==> config.mk <==
export PLATFORM = sky130hd
export DESIGN_NAME = hbgc_top
export DESIGN_NICKNAME = d
export VERILOG_FILES = /design/src/hbgc_pkg.sv /design/src/hbgc_leg.sv /design/src/hbgc_top.sv
export SDC_FILE = /design/constraint.sdc
export NUM_CORES = 1
export LEC_CHECK = 0
export ABC_AREA = 0
export BUFFER_PORTS_ARGS = -buffer_cell sky130_fd_sc_hd__buf_4
export CORE_UTILIZATION = 44
export DETAILED_ROUTE_END_ITERATION = 6
export PLACE_DENSITY = 0.71
export SLEW_MARGIN = 40
export SYNTH_ARGS = -nofsm -noshare
export SYNTH_HDL_FRONTEND = slang
export SYNTH_SLANG_ARGS = --single-unit
==> constraint.sdc <==
create_clock -name core_clk -period 4.3 [get_ports core_clk]
set_clock_uncertainty 0.05 [all_clocks]
set_input_delay 0.43 -clock core_clk [delete_from_list [all_inputs] [get_ports core_clk]]
set_output_delay 0.43 -clock core_clk [all_outputs]
set_load 0.005 [all_outputs]
==> src/hbgc_pkg.sv <==
// Package for the H-bridge gate command block: timing, register map, types.
// Assumes a 10 MHz core clock; all cycle counts are derived from it here.
package hbgc_pkg;

    // Clock
    localparam int CLK_PERIOD_NS   = 100;

    // Timing figures in their own units, then in cycles
    localparam int PWM_FREQ_HZ     = 25000;
    localparam int PWM_PERIOD_CYC  = 1000000000 / (PWM_FREQ_HZ * CLK_PERIOD_NS);
    localparam int DEAD_TIME_NS    = 2500;
    localparam int DEAD_CYC        = (DEAD_TIME_NS + CLK_PERIOD_NS - 1) / CLK_PERIOD_NS;
    localparam int BRAKE_DELAY_US  = 200;
    localparam int BRAKE_CYC       = (BRAKE_DELAY_US * 1000 + CLK_PERIOD_NS - 1) / CLK_PERIOD_NS;
    localparam int WD_TIMEOUT_MS   = 1;
    localparam int WD_TIMEOUT_CYC  = (WD_TIMEOUT_MS * 1000000) / CLK_PERIOD_NS;
    localparam int RST_PULSE_US    = 20;
    localparam int RST_PULSE_CYC   = (RST_PULSE_US * 1000) / CLK_PERIOD_NS;

    localparam int PWM_CNT_W       = $clog2(PWM_PERIOD_CYC);
    localparam int DEAD_W          = $clog2(DEAD_CYC + 1);
    localparam int BRAKE_W         = $clog2(BRAKE_CYC + 2);
    localparam int RST_W           = $clog2(RST_PULSE_CYC + 1);

    // Analog speed code thresholds (8-bit code, full scale 5 V)
    localparam logic [7:0] ANA_LOW_CODE  = 8'h3D;
    localparam logic [7:0] ANA_HIGH_CODE = 8'hB8;
    localparam logic [7:0] ANA_SPAN      = 8'h7B;

    // Register map (byte addresses)
    localparam int          ADDR_W        = 12;
    localparam logic [11:0] ADDR_CTRL     = 12'h000;
    localparam logic [11:0] ADDR_STATUS   = 12'h004;
    localparam logic [11:0] ADDR_IRQ_STAT = 12'h008;
    localparam logic [11:0] ADDR_IRQ_MASK = 12'h00C;
    localparam logic [11:0] ADDR_SPEED    = 12'h010;

    localparam int          CTRL_WD_EN_BIT = 0;
    localparam logic [0:0]  CTRL_RST       = 1'h1;
    localparam logic [3:0]  IRQ_MASK_RST   = 4'h0;

    // Synchronised pins, bit order fixed by field order
    typedef struct packed {
        logic standbyN;
        logic speedCommand;
        logic directionSelect;
        logic pwmFreqSetPin;
        logic overvoltageLockout;
        logic undervoltageLockout;
        logic supervisorResetN;
        logic watchdogKick;
    } hbgc_pins_t;

    localparam hbgc_pins_t PINS_RST = 8'h00;

    // Interrupt events, bit 0 is the watchdog timeout
    typedef struct packed {
        logic brakeEntry;
        logic overvoltage;
        logic undervoltage;
        logic wdTimeout;
    } hbgc_evt_t;

    // Requested leg state
    typedef enum logic [1:0] {
        LEG_OFF  = 2'b00,
        LEG_LOW  = 2'b01,
        LEG_HIGH = 2'b10
    } hbgc_leg_cmd_t;

    // Applied gate state: bit 0 low switch, bit 1 high switch
    typedef enum logic [1:0] {
        GS_OFF  = 2'b00,
        GS_LOW  = 2'b01,
        GS_HIGH = 2'b10
    } hbgc_gate_state_t;

endpackage

==> src/hbgc_leg.sv <==
// One half-bridge leg: applies the requested switch with a dead gap.
// Assumes a synchronous reset copy and a request from the same clock.
`timescale 1ns/1ps
module hbgc_leg
    import hbgc_pkg::*;
(
    input  wire logic          coreClk,
    input  wire logic          rstN,
    input  hbgc_leg_cmd_t      legCmd,
    output logic               lowSwitch,
    output logic               highSwitch
);

    hbgc_gate_state_t  stateQ;
    logic [DEAD_W-1:0] gapQ;
    logic [DEAD_W:0]   idleCntQ;

    // Off is applied at once; turning on waits out the gap
    always_ff @(posedge coreClk or negedge rstN) begin
        if (!rstN) begin
            stateQ <= GS_OFF;
            gapQ   <= DEAD_W'(DEAD_CYC);
        end else begin
            case (stateQ)
                GS_OFF: begin
                    if (gapQ != '0) begin
                        gapQ <= gapQ - 1'b1;
                    end else if (legCmd == LEG_LOW) begin
                        stateQ <= GS_LOW;
                    end else if (legCmd == LEG_HIGH) begin
                        stateQ <= GS_HIGH;
                    end
                end
                GS_LOW: begin
                    if (legCmd != LEG_LOW) begin
                        stateQ <= GS_OFF;
                        gapQ   <= DEAD_W'(DEAD_CYC);
                    end
                end
                GS_HIGH: begin
                    if (legCmd != LEG_HIGH) begin
                        stateQ <= GS_OFF;
                        gapQ   <= DEAD_W'(DEAD_CYC);
                    end
                end
                default: begin
                    stateQ <= GS_OFF;
                    gapQ   <= DEAD_W'(DEAD_CYC);
                end
            endcase
        end
    end

    assign lowSwitch  = stateQ[0];
    assign highSwitch = stateQ[1];

    // Cycles both switches have been off, saturating
    always_ff @(posedge coreClk or negedge rstN) begin
        if (!rstN) begin
            idleCntQ <= '0;
        end else if (lowSwitch || highSwitch) begin
            idleCntQ <= '0;
        end else if (idleCntQ != '1) begin
            idleCntQ <= idleCntQ + 1'b1;
        end
    end

    no_shoot_through_a: assert property (
        @(posedge coreClk) disable iff (!rstN) !(lowSwitch && highSwitch))
        else $error("leg low and high switch on together");

    dead_gap_a: assert property (
        @(posedge coreClk) disable iff (!rstN)
        ((lowSwitch || highSwitch) && !$past(lowSwitch || highSwitch))
        |-> ($past(idleCntQ) >= (DEAD_W+1)'(DEAD_CYC)))
        else $error("switch turned on before dead gap elapsed");

    off_request_a: assert property (
        @(posedge coreClk) disable iff (!rstN)
        (legCmd == LEG_OFF) |=> (!lowSwitch && !highSwitch))
        else $error("off request not applied next cycle");

endmodule // hbgc_leg

==> src/hbgc_top.sv <==
// Gate command logic for a DC motor H-bridge of four transistors, with APB registers.
// Assumes asynchronous pins, an 8-bit speed level code from an ADC on core_clk.
//
// What this block does
// - Standby input low forces all four gate commands off.
// - Under-voltage, over-voltage, supervisor reset or watchdog timeout disables all gates.
// - Zero speed brakes: direction low both low sides, high both high sides.
// - Brake only after speed stayed zero for more than 200 us.
// - Modulate one low side while the diagonal high side stays on.
// - Forward modulates leg 2 low; backward mirrors; full command keeps it on.
// - High side of the modulated leg is the complement of its low side.
// - Never both switches of one leg on together.
// - Insert about 2.5 us gap at every commutation within a leg.
// - Frequency pin grounded: speed input is the modulation waveform directly.
// - Analog level: below 1.2 V brake, to 3.6 V proportional, above full.
// - Internal modulation runs at 25 kHz.
// - Watchdog times out after 1 ms without a retrigger pulse.
// - On timeout pulse reset output low about 20 us, gates off.
// - Stay disabled after timeout until kick pulses appear again.
//
// The implementer's own choices: register access over APB and the register addresses.
`timescale 1ns/1ps
module hbgc_top
    import hbgc_pkg::*;
#(
    parameter int WD_CYC = WD_TIMEOUT_CYC
) (
    input  wire logic              core_clk,
    input  wire logic              reset_n,
    // APB slave
    input  wire logic              psel,
    input  wire logic              penable,
    input  wire logic              pwrite,
    input  wire logic [ADDR_W-1:0] paddr,
    input  wire logic [31:0]       pwdata,
    output logic      [31:0]       prdata,
    output logic                   pready,
    output logic                   pslverr,
    // Pins
    input  wire logic              standbyN,
    input  wire logic              speedCommand,
    input  wire logic              directionSelect,
    input  wire logic              pwmFreqSetPin,
    input  wire logic              overvoltageLockout,
    input  wire logic              undervoltageLockout,
    input  wire logic              supervisorResetN,
    input  wire logic              watchdogKick,
    input  wire logic [7:0]        speedLevel,
    output logic                   leg1LowSwitch,
    output logic                   leg1HighSwitch,
    output logic                   leg2LowSwitch,
    output logic                   leg2HighSwitch,
    output logic                   resetOut,
    output logic                   resetOutEnN,
    output logic                   irq
);

    localparam int WD_W = $clog2(WD_CYC + 1);

    logic [1:0]        rstSyncQ;
    logic              rstN;
    hbgc_pins_t        pinRaw;
    hbgc_pins_t        pinS1Q;
    hbgc_pins_t        pinS2Q;
    hbgc_pins_t        pinS3Q;
    hbgc_pins_t        pinQ;
    logic [7:0]        speedLevelQ;
    logic [PWM_CNT_W-1:0] pwmCntQ;
    logic              analogMode;
    logic              zeroLevel;
    logic              modD;
    logic              modQ;
    logic [BRAKE_W-1:0] zeroCntQ;
    logic              brakeQ;
    logic              kickPrevQ;
    logic              kickEdge;
    logic [WD_W-1:0]   wdCntQ;
    logic              wdExpire;
    logic              wdTimeoutQ;
    logic [RST_W-1:0]  rstCntQ;
    logic              disableAll;
    logic              standbyActive;
    hbgc_leg_cmd_t     leg1Cmd;
    hbgc_leg_cmd_t     leg2Cmd;
    logic [0:0]        ctrlQ;
    hbgc_evt_t         irqStatQ;
    hbgc_evt_t         irqMaskQ;
    hbgc_evt_t         evt;
    logic              uvPrevQ;
    logic              ovPrevQ;
    logic              brakePrevQ;
    logic              apbWrite;
    logic              apbSetup;
    logic [31:0]       statusWord;

    function automatic logic addrHit(input logic [ADDR_W-1:0] a);
        addrHit = (a == ADDR_CTRL) || (a == ADDR_STATUS) || (a == ADDR_IRQ_STAT)
               || (a == ADDR_IRQ_MASK) || (a == ADDR_SPEED);
    endfunction

    // Proportional duty between the two thresholds
    function automatic logic anaDuty(input logic [7:0] code, input logic [PWM_CNT_W-1:0] cnt);
        logic [16:0] lhs;
        logic [16:0] rhs;
        lhs = 17'(cnt) * 17'(ANA_SPAN);
        rhs = 17'(code - ANA_LOW_CODE) * 17'(PWM_PERIOD_CYC);
        if (code < ANA_LOW_CODE) begin
            anaDuty = 1'b0;
        end else if (code >= ANA_HIGH_CODE) begin
            anaDuty = 1'b1;
        end else begin
            anaDuty = lhs < rhs;
        end
    endfunction

    // Reset release through two flip-flops
    always_ff @(posedge core_clk or negedge reset_n) begin
        if (!reset_n) begin
            rstSyncQ <= 2'h0;
        end else begin
            rstSyncQ <= {rstSyncQ[0], 1'b1};
        end
    end
    assign rstN = rstSyncQ[1];

    // Pin synchroniser: three stages, accepted once stages two and three agree
    assign pinRaw = '{standbyN, speedCommand, directionSelect, pwmFreqSetPin,
                      overvoltageLockout, undervoltageLockout, supervisorResetN,
                      watchdogKick};

    always_ff @(posedge core_clk or negedge rstN) begin
        if (!rstN) begin
            pinS1Q <= PINS_RST;
            pinS2Q <= PINS_RST;
            pinS3Q <= PINS_RST;
            pinQ   <= PINS_RST;
        end else begin
            pinS1Q <= pinRaw;
            pinS2Q <= pinS1Q;
            pinS3Q <= pinS2Q;
            pinQ   <= (pinS2Q & ~(pinS2Q ^ pinS3Q)) | (pinQ & (pinS2Q ^ pinS3Q));
        end
    end

    // Speed level code and internal modulation counter
    always_ff @(posedge core_clk or negedge rstN) begin
        if (!rstN) begin
            speedLevelQ <= 8'h00;
            pwmCntQ     <= '0;
        end else begin
            speedLevelQ <= speedLevel;
            if (pwmCntQ == PWM_CNT_W'(PWM_PERIOD_CYC - 1)) begin
                pwmCntQ <= '0;
            end else begin
                pwmCntQ <= pwmCntQ + 1'b1;
            end
        end
    end

    assign analogMode = pinQ.pwmFreqSetPin;
    assign zeroLevel  = analogMode ? (speedLevelQ < ANA_LOW_CODE)
                                   : !pinQ.speedCommand;
    assign modD       = analogMode ? anaDuty(speedLevelQ, pwmCntQ)
                                   : pinQ.speedCommand;

    // Modulation and brake detection
    always_ff @(posedge core_clk or negedge rstN) begin
        if (!rstN) begin
            modQ     <= 1'b0;
            zeroCntQ <= '0;
            brakeQ   <= 1'b0;
        end else begin
            modQ <= modD;
            if (!zeroLevel) begin
                zeroCntQ <= '0;
            end else if (zeroCntQ != BRAKE_W'(BRAKE_CYC + 1)) begin
                zeroCntQ <= zeroCntQ + 1'b1;
            end
            brakeQ <= zeroLevel && (zeroCntQ >= BRAKE_W'(BRAKE_CYC));
        end
    end

    // Watchdog
    assign kickEdge = pinQ.watchdogKick && !kickPrevQ;
    assign wdExpire = ctrlQ[CTRL_WD_EN_BIT] && !wdTimeoutQ && !kickEdge
                   && (wdCntQ == WD_W'(WD_CYC - 1));

    always_ff @(posedge core_clk or negedge rstN) begin
        if (!rstN) begin
            kickPrevQ  <= 1'b0;
            wdCntQ     <= '0;
            wdTimeoutQ <= 1'b0;
        end else begin
            kickPrevQ <= pinQ.watchdogKick;
            if (kickEdge || !ctrlQ[CTRL_WD_EN_BIT] || wdExpire) begin
                wdCntQ <= '0;
            end else if (!wdTimeoutQ) begin
                wdCntQ <= wdCntQ + 1'b1;
            end
            if (wdExpire) begin
                wdTimeoutQ <= 1'b1;
            end else if (kickEdge || !ctrlQ[CTRL_WD_EN_BIT]) begin
                wdTimeoutQ <= 1'b0;
            end
        end
    end

    // Reset output pulse, open drain
    always_ff @(posedge core_clk or negedge rstN) begin
        if (!rstN) begin
            rstCntQ     <= '0;
            resetOutEnN <= 1'b1;
        end else begin
            if (wdExpire) begin
                rstCntQ <= RST_W'(RST_PULSE_CYC);
            end else if (rstCntQ != '0) begin
                rstCntQ <= rstCntQ - 1'b1;
            end
            resetOutEnN <= !(wdExpire || (rstCntQ > RST_W'(1)));
        end
    end
    assign resetOut = 1'b0;

    // Gate requests per leg
    assign standbyActive = !pinQ.standbyN;
    assign disableAll    = pinQ.undervoltageLockout || pinQ.overvoltageLockout
                        || !pinQ.supervisorResetN || wdTimeoutQ || (rstCntQ != '0);

    always_comb begin
        leg1Cmd = LEG_OFF;
        leg2Cmd = LEG_OFF;
        if (standbyActive || disableAll) begin
            leg1Cmd = LEG_OFF;
            leg2Cmd = LEG_OFF;
        end else if (brakeQ) begin
            leg1Cmd = pinQ.directionSelect ? LEG_HIGH : LEG_LOW;
            leg2Cmd = pinQ.directionSelect ? LEG_HIGH : LEG_LOW;
        end else if (!pinQ.directionSelect) begin
            leg1Cmd = LEG_HIGH;
            leg2Cmd = modQ ? LEG_LOW : LEG_HIGH;
        end else begin
            leg1Cmd = modQ ? LEG_LOW : LEG_HIGH;
            leg2Cmd = LEG_HIGH;
        end
    end

    hbgc_leg u_leg1 (
        .coreClk    (core_clk),
        .rstN       (rstN),
        .legCmd     (leg1Cmd),
        .lowSwitch  (leg1LowSwitch),
        .highSwitch (leg1HighSwitch)
    );

    hbgc_leg u_leg2 (
        .coreClk    (core_clk),
        .rstN       (rstN),
        .legCmd     (leg2Cmd),
        .lowSwitch  (leg2LowSwitch),
        .highSwitch (leg2HighSwitch)
    );

    // Events
    assign evt = '{brakeEntry:   brakeQ && !brakePrevQ,
                   overvoltage:  pinQ.overvoltageLockout && !ovPrevQ,
                   undervoltage: pinQ.undervoltageLockout && !uvPrevQ,
                   wdTimeout:    wdExpire};

    // APB slave, zero wait states
    assign apbSetup = psel && !penable;
    assign apbWrite = psel && penable && pwrite && addrHit(paddr);
    assign pready   = 1'b1;
    assign pslverr  = psel && penable && !addrHit(paddr);

    assign statusWord = {20'h00000, leg2HighSwitch, leg2LowSwitch, leg1HighSwitch,
                         leg1LowSwitch, 2'h0, pinQ.directionSelect, wdTimeoutQ,
                         analogMode, brakeQ, disableAll, standbyActive};

    always_ff @(posedge core_clk or negedge rstN) begin
        if (!rstN) begin
            ctrlQ      <= CTRL_RST;
            irqMaskQ   <= IRQ_MASK_RST;
            irqStatQ   <= 4'h0;
            uvPrevQ    <= 1'b0;
            ovPrevQ    <= 1'b0;
            brakePrevQ <= 1'b0;
        end else begin
            uvPrevQ    <= pinQ.undervoltageLockout;
            ovPrevQ    <= pinQ.overvoltageLockout;
            brakePrevQ <= brakeQ;
            if (apbWrite && paddr == ADDR_CTRL) begin
                ctrlQ <= pwdata[0:0];
            end
            if (apbWrite && paddr == ADDR_IRQ_MASK) begin
                irqMaskQ <= pwdata[3:0];
            end
            if (apbWrite && paddr == ADDR_IRQ_STAT) begin
                irqStatQ <= (irqStatQ & ~pwdata[3:0]) | evt;
            end else begin
                irqStatQ <= irqStatQ | evt;
            end
        end
    end

    // Read data latched in the setup phase
    always_ff @(posedge core_clk or negedge rstN) begin
        if (!rstN) begin
            prdata <= 32'h00000000;
            irq    <= 1'b0;
        end else begin
            irq <= |(irqStatQ & irqMaskQ);
            if (apbSetup && !pwrite) begin
                case (paddr)
                    ADDR_CTRL:     prdata <= {31'h00000000, ctrlQ};
                    ADDR_STATUS:   prdata <= statusWord;
                    ADDR_IRQ_STAT: prdata <= {28'h0000000, irqStatQ};
                    ADDR_IRQ_MASK: prdata <= {28'h0000000, irqMaskQ};
                    ADDR_SPEED:    prdata <= {24'h000000, speedLevelQ};
                    default:       prdata <= 32'h00000000;
                endcase
            end
        end
    end

    standby_off_a: assert property (
        @(posedge core_clk) disable iff (!rstN) standbyActive |=>
        !(leg1LowSwitch || leg1HighSwitch || leg2LowSwitch || leg2HighSwitch))
        else $error("gate on during standby");

    disable_off_a: assert property (
        @(posedge core_clk) disable iff (!rstN) disableAll |=>
        !(leg1LowSwitch || leg1HighSwitch || leg2LowSwitch || leg2HighSwitch))
        else $error("gate on while disabled");

    brake_request_a: assert property (
        @(posedge core_clk) disable iff (!rstN)
        (brakeQ && !standbyActive && !disableAll) |->
        (leg1Cmd == leg2Cmd) && (leg1Cmd == (pinQ.directionSelect ? LEG_HIGH : LEG_LOW)))
        else $error("brake request pattern wrong");

    brake_wait_a: assert property (
        @(posedge core_clk) disable iff (!rstN)
        $rose(brakeQ) |-> $past(zeroLevel) && (zeroCntQ > BRAKE_W'(BRAKE_CYC)))
        else $error("brake entered too early");

    forward_drive_a: assert property (
        @(posedge core_clk) disable iff (!rstN)
        (!brakeQ && !standbyActive && !disableAll && !pinQ.directionSelect) |->
        (leg1Cmd == LEG_HIGH) && (leg2Cmd == (modQ ? LEG_LOW : LEG_HIGH)))
        else $error("forward drive pattern wrong");

    digital_pass_a: assert property (
        @(posedge core_clk) disable iff (!rstN)
        (!analogMode && $past(!analogMode)) |-> (modQ == $past(pinQ.speedCommand)))
        else $error("digital speed not passed through");

    pwm_period_a: assert property (
        @(posedge core_clk) disable iff (!rstN)
        (pwmCntQ == PWM_CNT_W'(PWM_PERIOD_CYC - 1)) |=> (pwmCntQ == '0) ##1 (pwmCntQ == 1))
        else $error("modulation period wrong");

    wd_timeout_a: assert property (
        @(posedge core_clk) disable iff (!rstN)
        (ctrlQ[CTRL_WD_EN_BIT] && !wdTimeoutQ && !kickEdge && wdCntQ == WD_W'(WD_CYC - 1))
        |=> wdTimeoutQ && !resetOutEnN)
        else $error("watchdog timeout missed");

    reset_pulse_a: assert property (
        @(posedge core_clk) disable iff (!rstN)
        $fell(resetOutEnN) |-> (!resetOutEnN)[*8] ##0 (rstCntQ == RST_W'(RST_PULSE_CYC - 7)))
        else $error("reset pulse wrong");

    wd_hold_a: assert property (
        @(posedge core_clk) disable iff (!rstN)
        (wdTimeoutQ && !kickEdge && ctrlQ[CTRL_WD_EN_BIT]) |=> wdTimeoutQ)
        else $error("left timeout without kick");

endmodule // hbgc_top

# Yosys cells after proc, flatten, opt, wreduce, memory -nomap -nowiden
# Cells that the tools add are included.
word_totals:
  regBits: 148
  input_bits: 65
  ram_bits: 0
  mem_bits_ro: 0
  output_inout_bits: 41
  mem_count: 0
  wordCells: 215
  latchBits: 0
op_classes:
  n_addsub: 7
  n_bitwise: 10
  div_mod_pow: 0
  multipliers: 2
  eq_ne: 31
  n_shift: 0
  n_lt_le_gt_ge: 5
  n_reduce_logical: 56
  mux: 43
ops:
  columns: ["op", "count"]
  rows:
  - ["$pmux W12 S5", 1]
  - ["$mux W2", 18]
  - ["$mux W5", 6]
  - ["$pmux W5 S3", 2]
  - ["$mux W14", 2]
  - ["$eq A12 B4 Y1 const B", 2]
  - ["$mux W11", 2]
  - ["$ne A2 B1 Y1 const B", 10]
  - ["$logic_and A1 B1 Y1", 17]
  - ["$lt A16 B17 Y1", 1]
  - ["$mul A17 B5 Y13 const B", 1]
  - ["$and A8 B8 Y8", 2]
  - ["$mul A9 B7 Y16 const B", 1]
  - ["$mux W8", 2]
  - ["$add A14 B1 Y14 const B", 1]
  - ["$eq A14 B14 Y1 const B", 1]
  - ["$logic_not A1 Y1", 14]
  - ["$eq A12 B3 Y1 const B", 1]
  - ["$eq A12 B5 Y1 const B", 1]
  - ["$logic_not A12 Y1", 1]
  - ["$logic_or A1 B1 Y1", 12]
  - ["$pmux W2 S3", 2]
  - ["$add A11 B1 Y11 const B", 1]
  - ["$ge A11 B11 Y1 const B", 1]
  - ["other kinds (29)", 52]

# Longest topological paths before layout
# Gate-level depths: netlist of run 1.
logic_depth:
  ltp_word: 11
  ltp_mapped: 22
  ltp_nobuf: 22

# Hierarchy
# A second synthesis of run 1 with hierarchy kept.
hier_totals:
  hier_cells: 803
  hier_area_um2: 8404.3
modules_own_cells:
  columns: ["module", "n_inst", "cells_each", "seq_area_each_um2", "area_each_um2"]
  rows:
  - ["hbgc_top", 1, 715, 2855.2, 7490.9]
  - ["hbgc_leg", 2, 44, 178.9, 456.7]

# Worst setup path after synthesis of run 1
# Ideal clock, no wire load.
synth_path:
  path_type: "flip-flop to flip-flop"
  from: "reg pwmCntQ[2]"
  to: "reg modQ"
  arrival_time_ns: 5.117
  required_ns: 4.184
  synth_period_minus_slack_ns: 5.233
  path_slack_ns: -0.933
  setup_time_ns: 0.066
  path_buffers: 0
  path_stages_with_launch: 21
  path_cell_list: "dfrtp_1 -> inv_1 -> fa_1 -> inv_1 -> fa_1 -> fa_1 -> inv_1 -> fa_1 -> inv_1 -> ha_1 -> nor2b_1 -> o31a_1 -> o21ai_0 -> nand2b_1 -> xor2_1 -> ha_1 -> a21o_1 -> a211oi_1 -> a211oi_1 -> a2111oi_0 -> o31a_1"
synth_via:
  elab_chain_cells: 5
synth_lines:
  columns: ["element", "line", "rtl"]
  rows:
  - ["start: declaration", "hbgc_top.sv:68", "logic [PWM_CNT_W-1:0] pwmCntQ;"]
  - ["start signal: assignment", "hbgc_top.sv:155", "pwmCntQ <= pwmCntQ + 1'b1;"]
  - ["$mul A9 B7 Y16", "hbgc_top.sv:105", "lhs = 17'(cnt) * 17'(ANA_SPAN);"]
  - ["$lt A16 B17 Y1", "hbgc_top.sv:112", "anaDuty = lhs < rhs;"]
  - ["$mux W1", "hbgc_top.sv:109", "end else if (code >= ANA_HIGH_CODE) begin"]
  - ["$mux W1", "hbgc_top.sv:107", "if (code < ANA_LOW_CODE) begin"]
  - ["$mux W1", "hbgc_top.sv:163", "assign modD = analogMode ? anaDuty(speedLevelQ, pwmCntQ)"]
  - ["named net modD", "hbgc_top.sv:71", "logic modD;"]
  - ["end signal: assignment", "hbgc_top.sv:173", "modQ <= modD;"]
  - ["end: declaration", "hbgc_top.sv:72", "logic modQ;"]
# The timed path passes the listed nets, and every way through them passes these cells.
# A chain may end at the register's enable or synchronous reset.

# Worst setup path in the final report of run 1
# Same ends and word-level chain as after synthesis.

==> results of run 1 <==
==> synthesized netlist by cell type (3+ instances only) <==
library cell    n  area [µm²]
nand4_1         8        50.1
o21bai_1        4        30.0
and3_1          8        50.1
or2_2           4        25.0
dfrtp_1       120        3000
nor4b_1         3        26.3
fa_1           31         621
nand3_1        30         150
a21o_1          8        60.1
maj3_1          8        80.1
ha_1           95        1190
mux2i_1         4        40.0
a21oi_1        27         135
a31oi_1         6        37.5
a22o_1          3        26.3
inv_1          90         338
nor4_1          5        31.3
nand2b_1        8        50.1
nor2b_1        10        62.6
a211oi_1        5        37.5
a22oi_1         6        45.0
dfstp_2         8         210
xnor2_1        27         236
buf_4          22         165
nor3b_1         3        22.5
and2_1          3        18.8
o21ai_0        29         145
a221oi_1        5        43.8
xor2_1         28         245
nor2_1         79         297
nor3_1         12        60.1
o21a_1          4        30.0
nand2_1        45         169
clkbuf_1        4        15.0
mux2_2          7        78.8
==> worst max-delay path, delay by kind of cell, from the launching register on <==
kind | cells | cell delay [ps]
buf+inv | 2 | 120
flops | 1 | 430
fa+ha+maj | 6 | 2430
simple gates | 2 | 130
xor+xnor | 2 | 320
compound gates | 8 | 1500
==> area by class of cell <==
type                            count  area (µm²)  share of cell area (%)
Inverter                           90         338                    3.40
Clock inverter                     13         153                    1.54
Multi-Input combinational cell    577        4570                    46.0
Timing Repair Buffer              122         931                    9.36
Tap cell                          229         287                    2.88
Sequential cell                   128        3220                    32.4
Clock buffer                       19         443                    4.46
==> through the flow <==
step | setup TNS [ps] | power, W | hold WS (ps) | cell area, µm²
after detailed placement | -730 | 0.00196 | 166 | 9340
after global routing | -1030 | 0.00357 | 52.5 | 9940
after floorplan | -515 | 0.00175 | 84.4 | 8320
after CTS | -766 | 0.00342 | 48.2 | 9940
final | -731 | 0.00338 | 63.0 | 9940
after global placement | -628 | 0.00193 | 164 | 9310
==> registers in the layout, indices dropped and copies added, names as in the netlist, 2 cells and up, named ones only <==
signal	cells
u_leg2.stateQ	2
irqMaskQ	4
speedLevelQ	8
pinS3Q	8
u_leg2.gapQ	5
prdata	12
irqStatQ	4
u_leg1.gapQ	5
wdCntQ	14
pinS1Q	8
u_leg1.stateQ	2
pwmCntQ	9
zeroCntQ	11
pinS2Q	8
rstSyncQ	2
rstCntQ	8
==> timing repair <==
item                                   4_1_cts  5_1_grt
setup endpoints to repair                    1        1
endpoints found under the hold margin        2        0
hold buffers                                 1        0
gates cloned                                 0        0
setup buffers                                0        0
==> power by group <==
| part | internal, W | switching, W | total, W | leakage [nW] |
|---|---|---|---|---|
| Combinational | 0.000326 | 0.000321 | 0.000647 | 3.12 |
| Clock | 0.000881 | 0.000570 | 0.00145 | 0.280 |
| Sequential | 0.00124 | 0.0000384 | 0.00128 | 1.59 |
==> kinds of logic (layout without fill, tap and decap cells) <==
kind of cell / count (synthesis) / after routing / synth area share (%)
simple gates: 239 / 239 / 14.8
fa+ha+maj: 134 / 134 / 23.0
flops: 128 / 128 / 39.1
buf+inv: 120 / 244 / 6.62
compound gates: 115 / 115 / 9.06
xor+xnor: 55 / 55 / 5.87
mux: 11 / 11 / 1.45
other cells: 2 / 23 / 0.0915
==> routing by layer <==
metal / global-route usage, % / vias to the layer above / routed length, µm
met5: 0 / - / 0
met3: 2.80 / 29 / 526
li1: - / 2940 / -
met2: 30.9 / 104 / 7760
met4: 7.39 / 0 / 330
met1: 24.1 / 2860 / 7700
==> final timing paths <==
path                       depth (start not counted)   startpoint     endpoint
hold / removal                                     1     standbyN    pinS1Q[7]
setup reg to reg                                  20   pwmCntQ[2]         modQ
setup / recovery                                  20   pwmCntQ[2]         modQ
hold reg to reg                                    0  rstSyncQ[1]  irqMaskQ[3]
max in group asynchronous                          2  rstSyncQ[1]   pwmCntQ[2]
min in group asynchronous                          0  rstSyncQ[1]  irqMaskQ[3]
==> flow_summary.json, run 1 <==
{
  "status": "complete, but fails checks",
  "failed_checks": "DRC, setup timing",
  "drt_iter0_markers": 275,
  "cp.required_ps": 4610,
  "wire_per_inst_um": 13.9,
  "cp_common_cell": "fa_1",
  "drt-pass1-iter-count": 6,
  "clk_pin_slew_ps": 70,
  "final_cells": 1178,
  "fill_cells": 1588,
  "cts.path.max_buffers": 2,
  "remaining_drc_errors": 1,
  "grt_usage_pct": 18.5,
  "slew_viol_final": 0,
  "dp.cells": 1145,
  "final_common_cell": "buf_4",
  "cts_tree": "done",
  "nNetsFinal": 1127,
  "antenna_cells": 0,
  "gr-total-overflow": 0,
  "drive_above_1_share_pct": 19.9,
  "pre_cts_ws_ps": -730,
  "place_congestion": 0.835,
  "syn_area_mm2": 0.00821,
  "peakVddDrop_v": 0.000357,
  "grt_max_degree": 40,
  "die_x_um": 139,
  "io_pins": 106,
  "path_class": "reg -> reg",
  "end_kind": "register",
  "timing.final.hold_violations": 0,
  "cp_cell_sequence": "fa_1 > xor2_1 > ha_1 > fa_1 > inv_1 > fa_1 > inv_1 > ha_4 > a21oi_2 > nor2b_1 > o31a_1 > o21ai_1 > nand2b_1 > xor2_1 > ha_1 > a21o_1 > a211oi_2 > a211oi_1 > a2111oi_0 > o31a_1",
  "synth.avg_cell_area_um2": 10.2,
  "rsz0062_at_grt": "true",
  "yosysUniqueCellTypes": 67,
  "yosysWarnings": 0,
  "p_per_area_mw_per_mm2": 340,
  "synthFlopType": "dfrtp_1",
  "synth-seq-area-share_pct": 39.1,
  "grt_pass1_vias": 6066,
  "async_flop_share_pct": 100,
  "ys_seq_elements": 128,
  "rows": 49,
  "ant_nets": 0,
  "clock-sinks": 128,
  "cts_buffers": 17,
  "clk-insertion-delay-late_ps": 420,
  "synth-edff-count": 0,
  "finalSetupViolCount": 1,
  "syn_to_final_growth_pct": 21.1,
  "wl_mm": 16.3,
  "grt_pass1_wl_mm": 28.4,
  "worst_slack_ps": -731,
  "fin_crit_sh_pct": 117,
  "period_needed_ps": 5030,
  "htreeDepth": 4,
  "power_leakage_nw": 4.99,
  "cts_root_buf": "clkbuf_16",
  "post-route-util_pct": 54.8,
  "clock.fmax_ghz": 0.199,
  "antenna_found_initial": 0,
  "vias": 5933,
  "hold_class": "in -> reg",
  "coreArea_mm2": 0.0181,
  "cts_resized": 0,
  "via_per_inst": 5.04,
  "layout_common_cells": "buf_4, dfrtp_1, ha_1",
  "slew_headroom_pct": 51.6,
  "hpwl_mm": 12.6,
  "reg2reg_slack_ps": -730,
  "netlist_instances": 804,
  "maxCapViolCount": 0,
  "portBuffers": 55,
  "die_h_um": 139,
  "start_kind": "register",
  "cp_slowest_cell": "fa_1",
  "critPathMaxStageDelay_ps": 590,
  "tightest_slew_ps": 716,
  "path_max_fanout": 4,
  "critPathArrivalTime_ps": 5340,
  "die-area_mm2": 0.0192,
  "start_util_pct": 45.2
}
No activity file was read; power rests on OpenSTA's default activity.
==> run 2: changes to the inputs <==
Settings changed: CORE_ASPECT_RATIO set to 0.7, REMOVE_ABC_BUFFERS set to 1.
==> run 2 against run 1 <==
Against the previous run: the flow still finishes with violations (DRC, setup timing); die area about the same; sequential power about the same; design area up 1.4%; cell count up 1.3%; sequential share of layout area down 0.46 points; routed wire length up 9.7%.
==> flow_summary.json, run 2 (synthesis results as in run 1) <==
{
  "grt_pass1_wl_mm": 30.4,
  "fin_area_mm2": 0.0101,
  "setup_tns_ps": -688,
  "drt_iter0_markers": 405,
  "tightest_slew_ps": 667,
  "portBuffers": 55,
  "place_area_mm2": 0.00936,
  "layout_common_cells": "buf_4, dfrtp_1, ha_1",
  "power_leakage_nw": 5.05,
  "remaining_drc_errors": 7,
  "grt_pass1_vias": 6107,
  "wl_mm": 17.9,
  "grt_usage_pct": 20.6,
  "clk-insertion-delay-late_ps": 430,
  "clk_pin_slew_ps": 60,
  "wire_per_inst_um": 15.0,
  "dp.cells": 1157,
  "clock.fmax_ghz": 0.200,
  "status": "complete, but fails checks",
  "antenna_found_initial": 0,
  "hold_slack_ps": 55.5,
  "io_pins": 106,
  "rsz0062_at_grt": "true",
  "place_congestion": 0.833,
  "drive_above_1_share_pct": 21.4,
  "seqPwrFrac_pct": 36.4,
  "p_comb_share_pct": 20.5,
  "slew_viol_final": 0,
  "reg_top3": "wdCntQ: 14 flops, prdata: 12 flops, zeroCntQ: 11 flops",
  "largest_reg_flops": 14,
  "path_class": "reg -> reg",
  "hpwl_mm": 13.5,
  "finalSetupViolCount": 1,
  "hold_class": "in -> reg",
  "failed_checks": "DRC, setup timing",
  "final_common_cell": "buf_4",
  "cts_tree": "done",
  "final_cells": 1193,
  "die_h_um": 116,
  "critPathArrivalTime_ps": 5300,
  "via_per_inst": 5.10,
  "die_x_um": 165,
  "path_max_fanout": 4,
  "intPower_w": 0.00253,
  "fin_crit_sh_pct": 116,
  "drt-pass1-iter-count": 7,
  "start_util_pct": 45.2,
  "rows": 41,
  "cp.required_ps": 4610,
  "die-area_mm2": 0.0192,
  "period_needed_ps": 4990,
  "syn_to_final_growth_pct": 22.8,
  "vias": 6079,
  "nNetsFinal": 1135,
  "htreeDepth": 4,
  "clock-sinks": 128,
  "cts.path.max_buffers": 2,
  "end_kind": "register",
  "worst_slack_ps": -688,
  "p_per_area_mw_per_mm2": 349,
  "switching_share_pct": 28.0,
  "cts_root_buf": "clkbuf_16",
  "antenna_cells": 0,
  "p_sw_w": 0.000984,
  "peakVddDrop_v": 0.000311,
  "start_kind": "register",
  "cts_buffers": 17,
  "top_register": "wdCntQ",
  "pre_cts_ws_ps": -1080,
  "slew_headroom_pct": 54.9,
  "coreArea_mm2": 0.0182,
  "clock_power_share_pct": 43.1,
  "timing.final.hold_violations": 0,
  "maxCapViolCount": 0,
  "gr-total-overflow": 0,
  "ant_nets": 0,
  "grt_max_degree": 43
}
==> run 2: worst max-delay path, cell delays in order, from the launching register on <==
cell and delay [ps]:
dfrtp_1 400, buf_6 130, fa_1 530, xor2_1 160, ha_2 290, fa_1 480
inv_1 50, fa_1 500, inv_2 50, ha_4 220, nand3_2 80, a21oi_2 40
o31a_1 330, o41a_1 420, xor2_1 180, ha_1 300, a211oi_2 200, a211oi_2 100
a2111oi_2 230, o31a_1 170
==> run 2: metal layers <==
metal,vias to the layer above,share of wire (%),global-route usage [%]
li1,2964,-,-
met1,2921,49,29.0
met2,164,44,30.7
met3,30,5.6,5.79
met4,0,1.5,6.67
met5,-,0,0.505
==> run 2: area by class of cell <==
type / count / area [µm²]
clock buffer: 18 / 439
clock inverter: 14 / 179
fill: 1527 / 8080
inverter: 90 / 338
multi-input combinational: 577 / 4600
sequential: 128 / 3220
tap: 236 / 295
timing repair buffer: 130 / 1010
==> run 2: power by group through the flow <==
stage	Clock [W]	Sequential, W	Combinational, W
4_1_cts	0.00154	0.00128	0.000722
2_1_floorplan	0	0.00130	0.000419
6_report	0.00152	0.00128	0.000719
5_1_grt	0.00160	0.00128	0.000811
3_3_place_gp	0	0.00131	0.000634
3_5_place_dp	0	0.00130	0.000678
==> run 2: repair_timing <==
| action | 4_1_cts | 5_1_grt |
|---|---|---|
| hold buffers | 1 | 0 |
| endpoints found under the setup margin | 1 | 1 |
| endpoints found under the hold margin | 2 | 0 |
| gates resized for setup | 19 | 0 |
| gates cloned | 0 | 0 |
| buffers inserted | 3 | 0 |
| pin swaps | 22 | 2 |
==> run 2: path summary, 6_finish.rpt <==
| kind | startpoint | endpoint | slack, ps | depth (start not counted) |
|---|---|---|---|---|
| min reg2reg | rstSyncQ[1] | pinS3Q[4] | 240 | 1 |
| max | pwmCntQ[2] | modQ | -690 | 19 |
| min in group asynchronous | rstSyncQ[1] | pinS3Q[4] | 240 | 1 |
| max in group asynchronous | rstSyncQ[1] | pwmCntQ[0] | 3280 | 2 |
| min | watchdogKick | pinS1Q[0] | 60 | 1 |
| max reg2reg | pwmCntQ[2] | modQ | -690 | 19 |
==> run 2: through the flow <==
step	util (%)	power (W)
4_1_cts	55.5	0.00354
2_1_floorplan	-	0.00172
3_3_place_gp	51.3	0.00195
5_1_grt	55.5	0.00369
3_5_place_dp	51.5	0.00198
6_report	55.5	0.00351
==> run 3: changes to the inputs <==
Settings changed: CORE_MARGIN set to 2, RECOVER_POWER set to 25.
==> run 3 against run 2 <==
Against the previous run: the run still ends with DRC, setup timing left; sequential power barely moved; sequential share of layout area rose by 0.13 points; setup slack got worse by 21 ps; register-to-register slack got worse by 20 ps; largest power group unchanged.
==> flow_summary.json, run 3 (synthesis results as in run 1) <==
{
  "clock.fmax_ghz": 0.200,
  "failed_checks": "DRC, setup timing",
  "grt_max_degree": 103,
  "cts_root_buf": "clkbuf_16",
  "reg2reg_slack_ps": -710,
  "cp_slowest_cell": "fa_1",
  "power_leakage_nw": 5.01,
  "critPathArrivalTime_ps": 5270,
  "top_register": "wdCntQ",
  "start_util_pct": 45.2,
  "clock-sinks": 128,
  "pre_cts_ws_ps": -1080,
  "rows": 41,
  "setup.worst_path.start": "pwmCntQ[3]",
  "cts.path.max_buffers": 2,
  "via_per_inst": 5.03,
  "place_congestion": 0.810,
  "slew_headroom_pct": 31.1,
  "antenna_cells": 0,
  "fin_crit_sh_pct": 116,
  "remaining_drc_errors": 2,
  "final_common_cell": "dfrtp_1",
  "clk-insertion-delay-late_ps": 420,
  "clk_pin_slew_ps": 60,
  "dp.cells": 1155,
  "grt_pass1_wl_mm": 30.8,
  "rsz0062_at_grt": "true",
  "coreArea_mm2": 0.0182,
  "layout_common_cells": "dfrtp_1, buf_4, ha_1",
  "r2r_start": "pwmCntQ[3]",
  "peakVddDrop_v": 0.000298,
  "cp_common_cell": "fa_1",
  "timing.final.hold_violations": 0,
  "nNetsFinal": 1135,
  "wire_per_inst_um": 15.1,
  "status": "complete, but fails checks",
  "gr-total-overflow": 0,
  "slew_viol_final": 0,
  "hpwl_mm": 13.3,
  "finalSetupViolCount": 1,
  "hold_slack_ps": 82.0,
  "htreeDepth": 4,
  "rr_worst_depth": 20,
  "die-area_mm2": 0.0198,
  "start_kind": "register",
  "p_per_area_mw_per_mm2": 339,
  "portBuffers": 55,
  "die_h_um": 118,
  "wl_mm": 18.0,
  "fin_area_mm2": 0.0100,
  "final_cells": 1193,
  "path_class": "reg -> reg",
  "crit_path_end": "modQ",
  "cts_tree": "done",
  "syn_to_final_growth_pct": 22.1,
  "path_max_fanout": 4,
  "drt_iter0_markers": 342,
  "grt_usage_pct": 19.6,
  "cts_buffers": 17,
  "period_needed_ps": 5010,
  "end_kind": "register",
  "io_pins": 106,
  "ant_nets": 0,
  "cp.required_ps": 4560,
  "reg2reg_to": "modQ",
  "largest_reg_flops": 14,
  "maxCapViolCount": 0,
  "die_x_um": 167,
  "tightest_slew_ps": 1030,
  "critPathMaxStageDelay_ps": 570,
  "place_area_mm2": 0.00932,
  "worst_slack_ps": -709,
  "vias": 6004,
  "antenna_found_initial": 0,
  "drive_above_1_share_pct": 21.6,
  "cp_cell_sequence": "inv_2 > fa_1 > inv_1 > fa_1 > fa_1 > inv_1 > fa_1 > inv_2 > ha_4 > nand3_2 > a21oi_2 > o31a_1 > o41a_1 > a21oi_2 > xnor2_1 > ha_1 > nand3_2 > a211oi_2 > a2111oi_2 > o31a_1",
  "grt_pass1_vias": 6134,
  "hold_class": "in -> reg",
  "reg_top3": "wdCntQ: 14 flops, prdata: 12 flops, zeroCntQ: 11 flops",
  "drt-pass1-iter-count": 7
}
==> run 3: layout make-up <==
class | count | area [µm²]
Inverter | 90 | 338
Sequential cell | 128 | 3210
Multi-Input combinational cell | 577 | 4630
Fill cell | 1575 | 8140
Timing Repair Buffer | 130 | 987
Clock inverter | 15 | 138
Clock buffer | 17 | 425
Tap cell | 236 | 295
==> run 3: metrics by stage <==
stage               setup TNS [ps]  util, %  power, W
finish                        -709     55.2   0.00340
detailed placement           -1080     51.3   0.00196
global placement             -1000     51.3   0.00195
global route                  -939     55.2   0.00358
floorplan                     -935        -   0.00172
CTS                           -697     55.2   0.00342
==> run 3: how the worst min path moves through the flow <==
| stage | from | to | slack [ps] | cells past startpoint |
|---|---|---|---|---|
| floorplan | reset_n | rstSyncQ[0] | 80 | 0 |
| detailed placement | reset_n | rstSyncQ[0] | 160 | 1 |
| finish | watchdogKick | pinS1Q[0] | 80 | 1 |
| global route | supervisorResetN | pinS1Q[1] | 60 | 1 |
| CTS | watchdogKick | pinS1Q[0] | 40 | 1 |
| global placement | reset_n | rstSyncQ[0] | 160 | 1 |
==> run 3: routing by layer <==
layer,global-route usage (%),wire (µm)
met5,0,0
met4,6.74,301
met3,3.95,777
met2,29.8,7960
met1,28.0,8930
==> run 3: report_power, final <==
| group | switching [W] | internal [W] |
|---|---|---|
| clock | 0.000625 | 0.000766 |
| combinational | 0.000362 | 0.000361 |
| sequential | 0.0000380 | 0.00124 |
| total | 0.00103 | 0.00237 |
==> run 3: repair_timing <==
action | in CTS | in global routing
endpoints found under the setup margin | 1 | 1
endpoints found under the hold margin | 2 | 0
gates resized for setup | 21 | 2
setup buffers | 5 | 0
hold buffers | 1 | 0
pin swaps | 27 | 2
==> run 3: worst max-delay path, delay by kind of cell, from the launching register on <==
family | cells | cell delay (ps)
compound gates | 7 | 1470
buf+inv | 4 | 210
fa+ha+maj | 6 | 2570
flops | 1 | 360
simple gates | 2 | 140
xor+xnor | 1 | 110
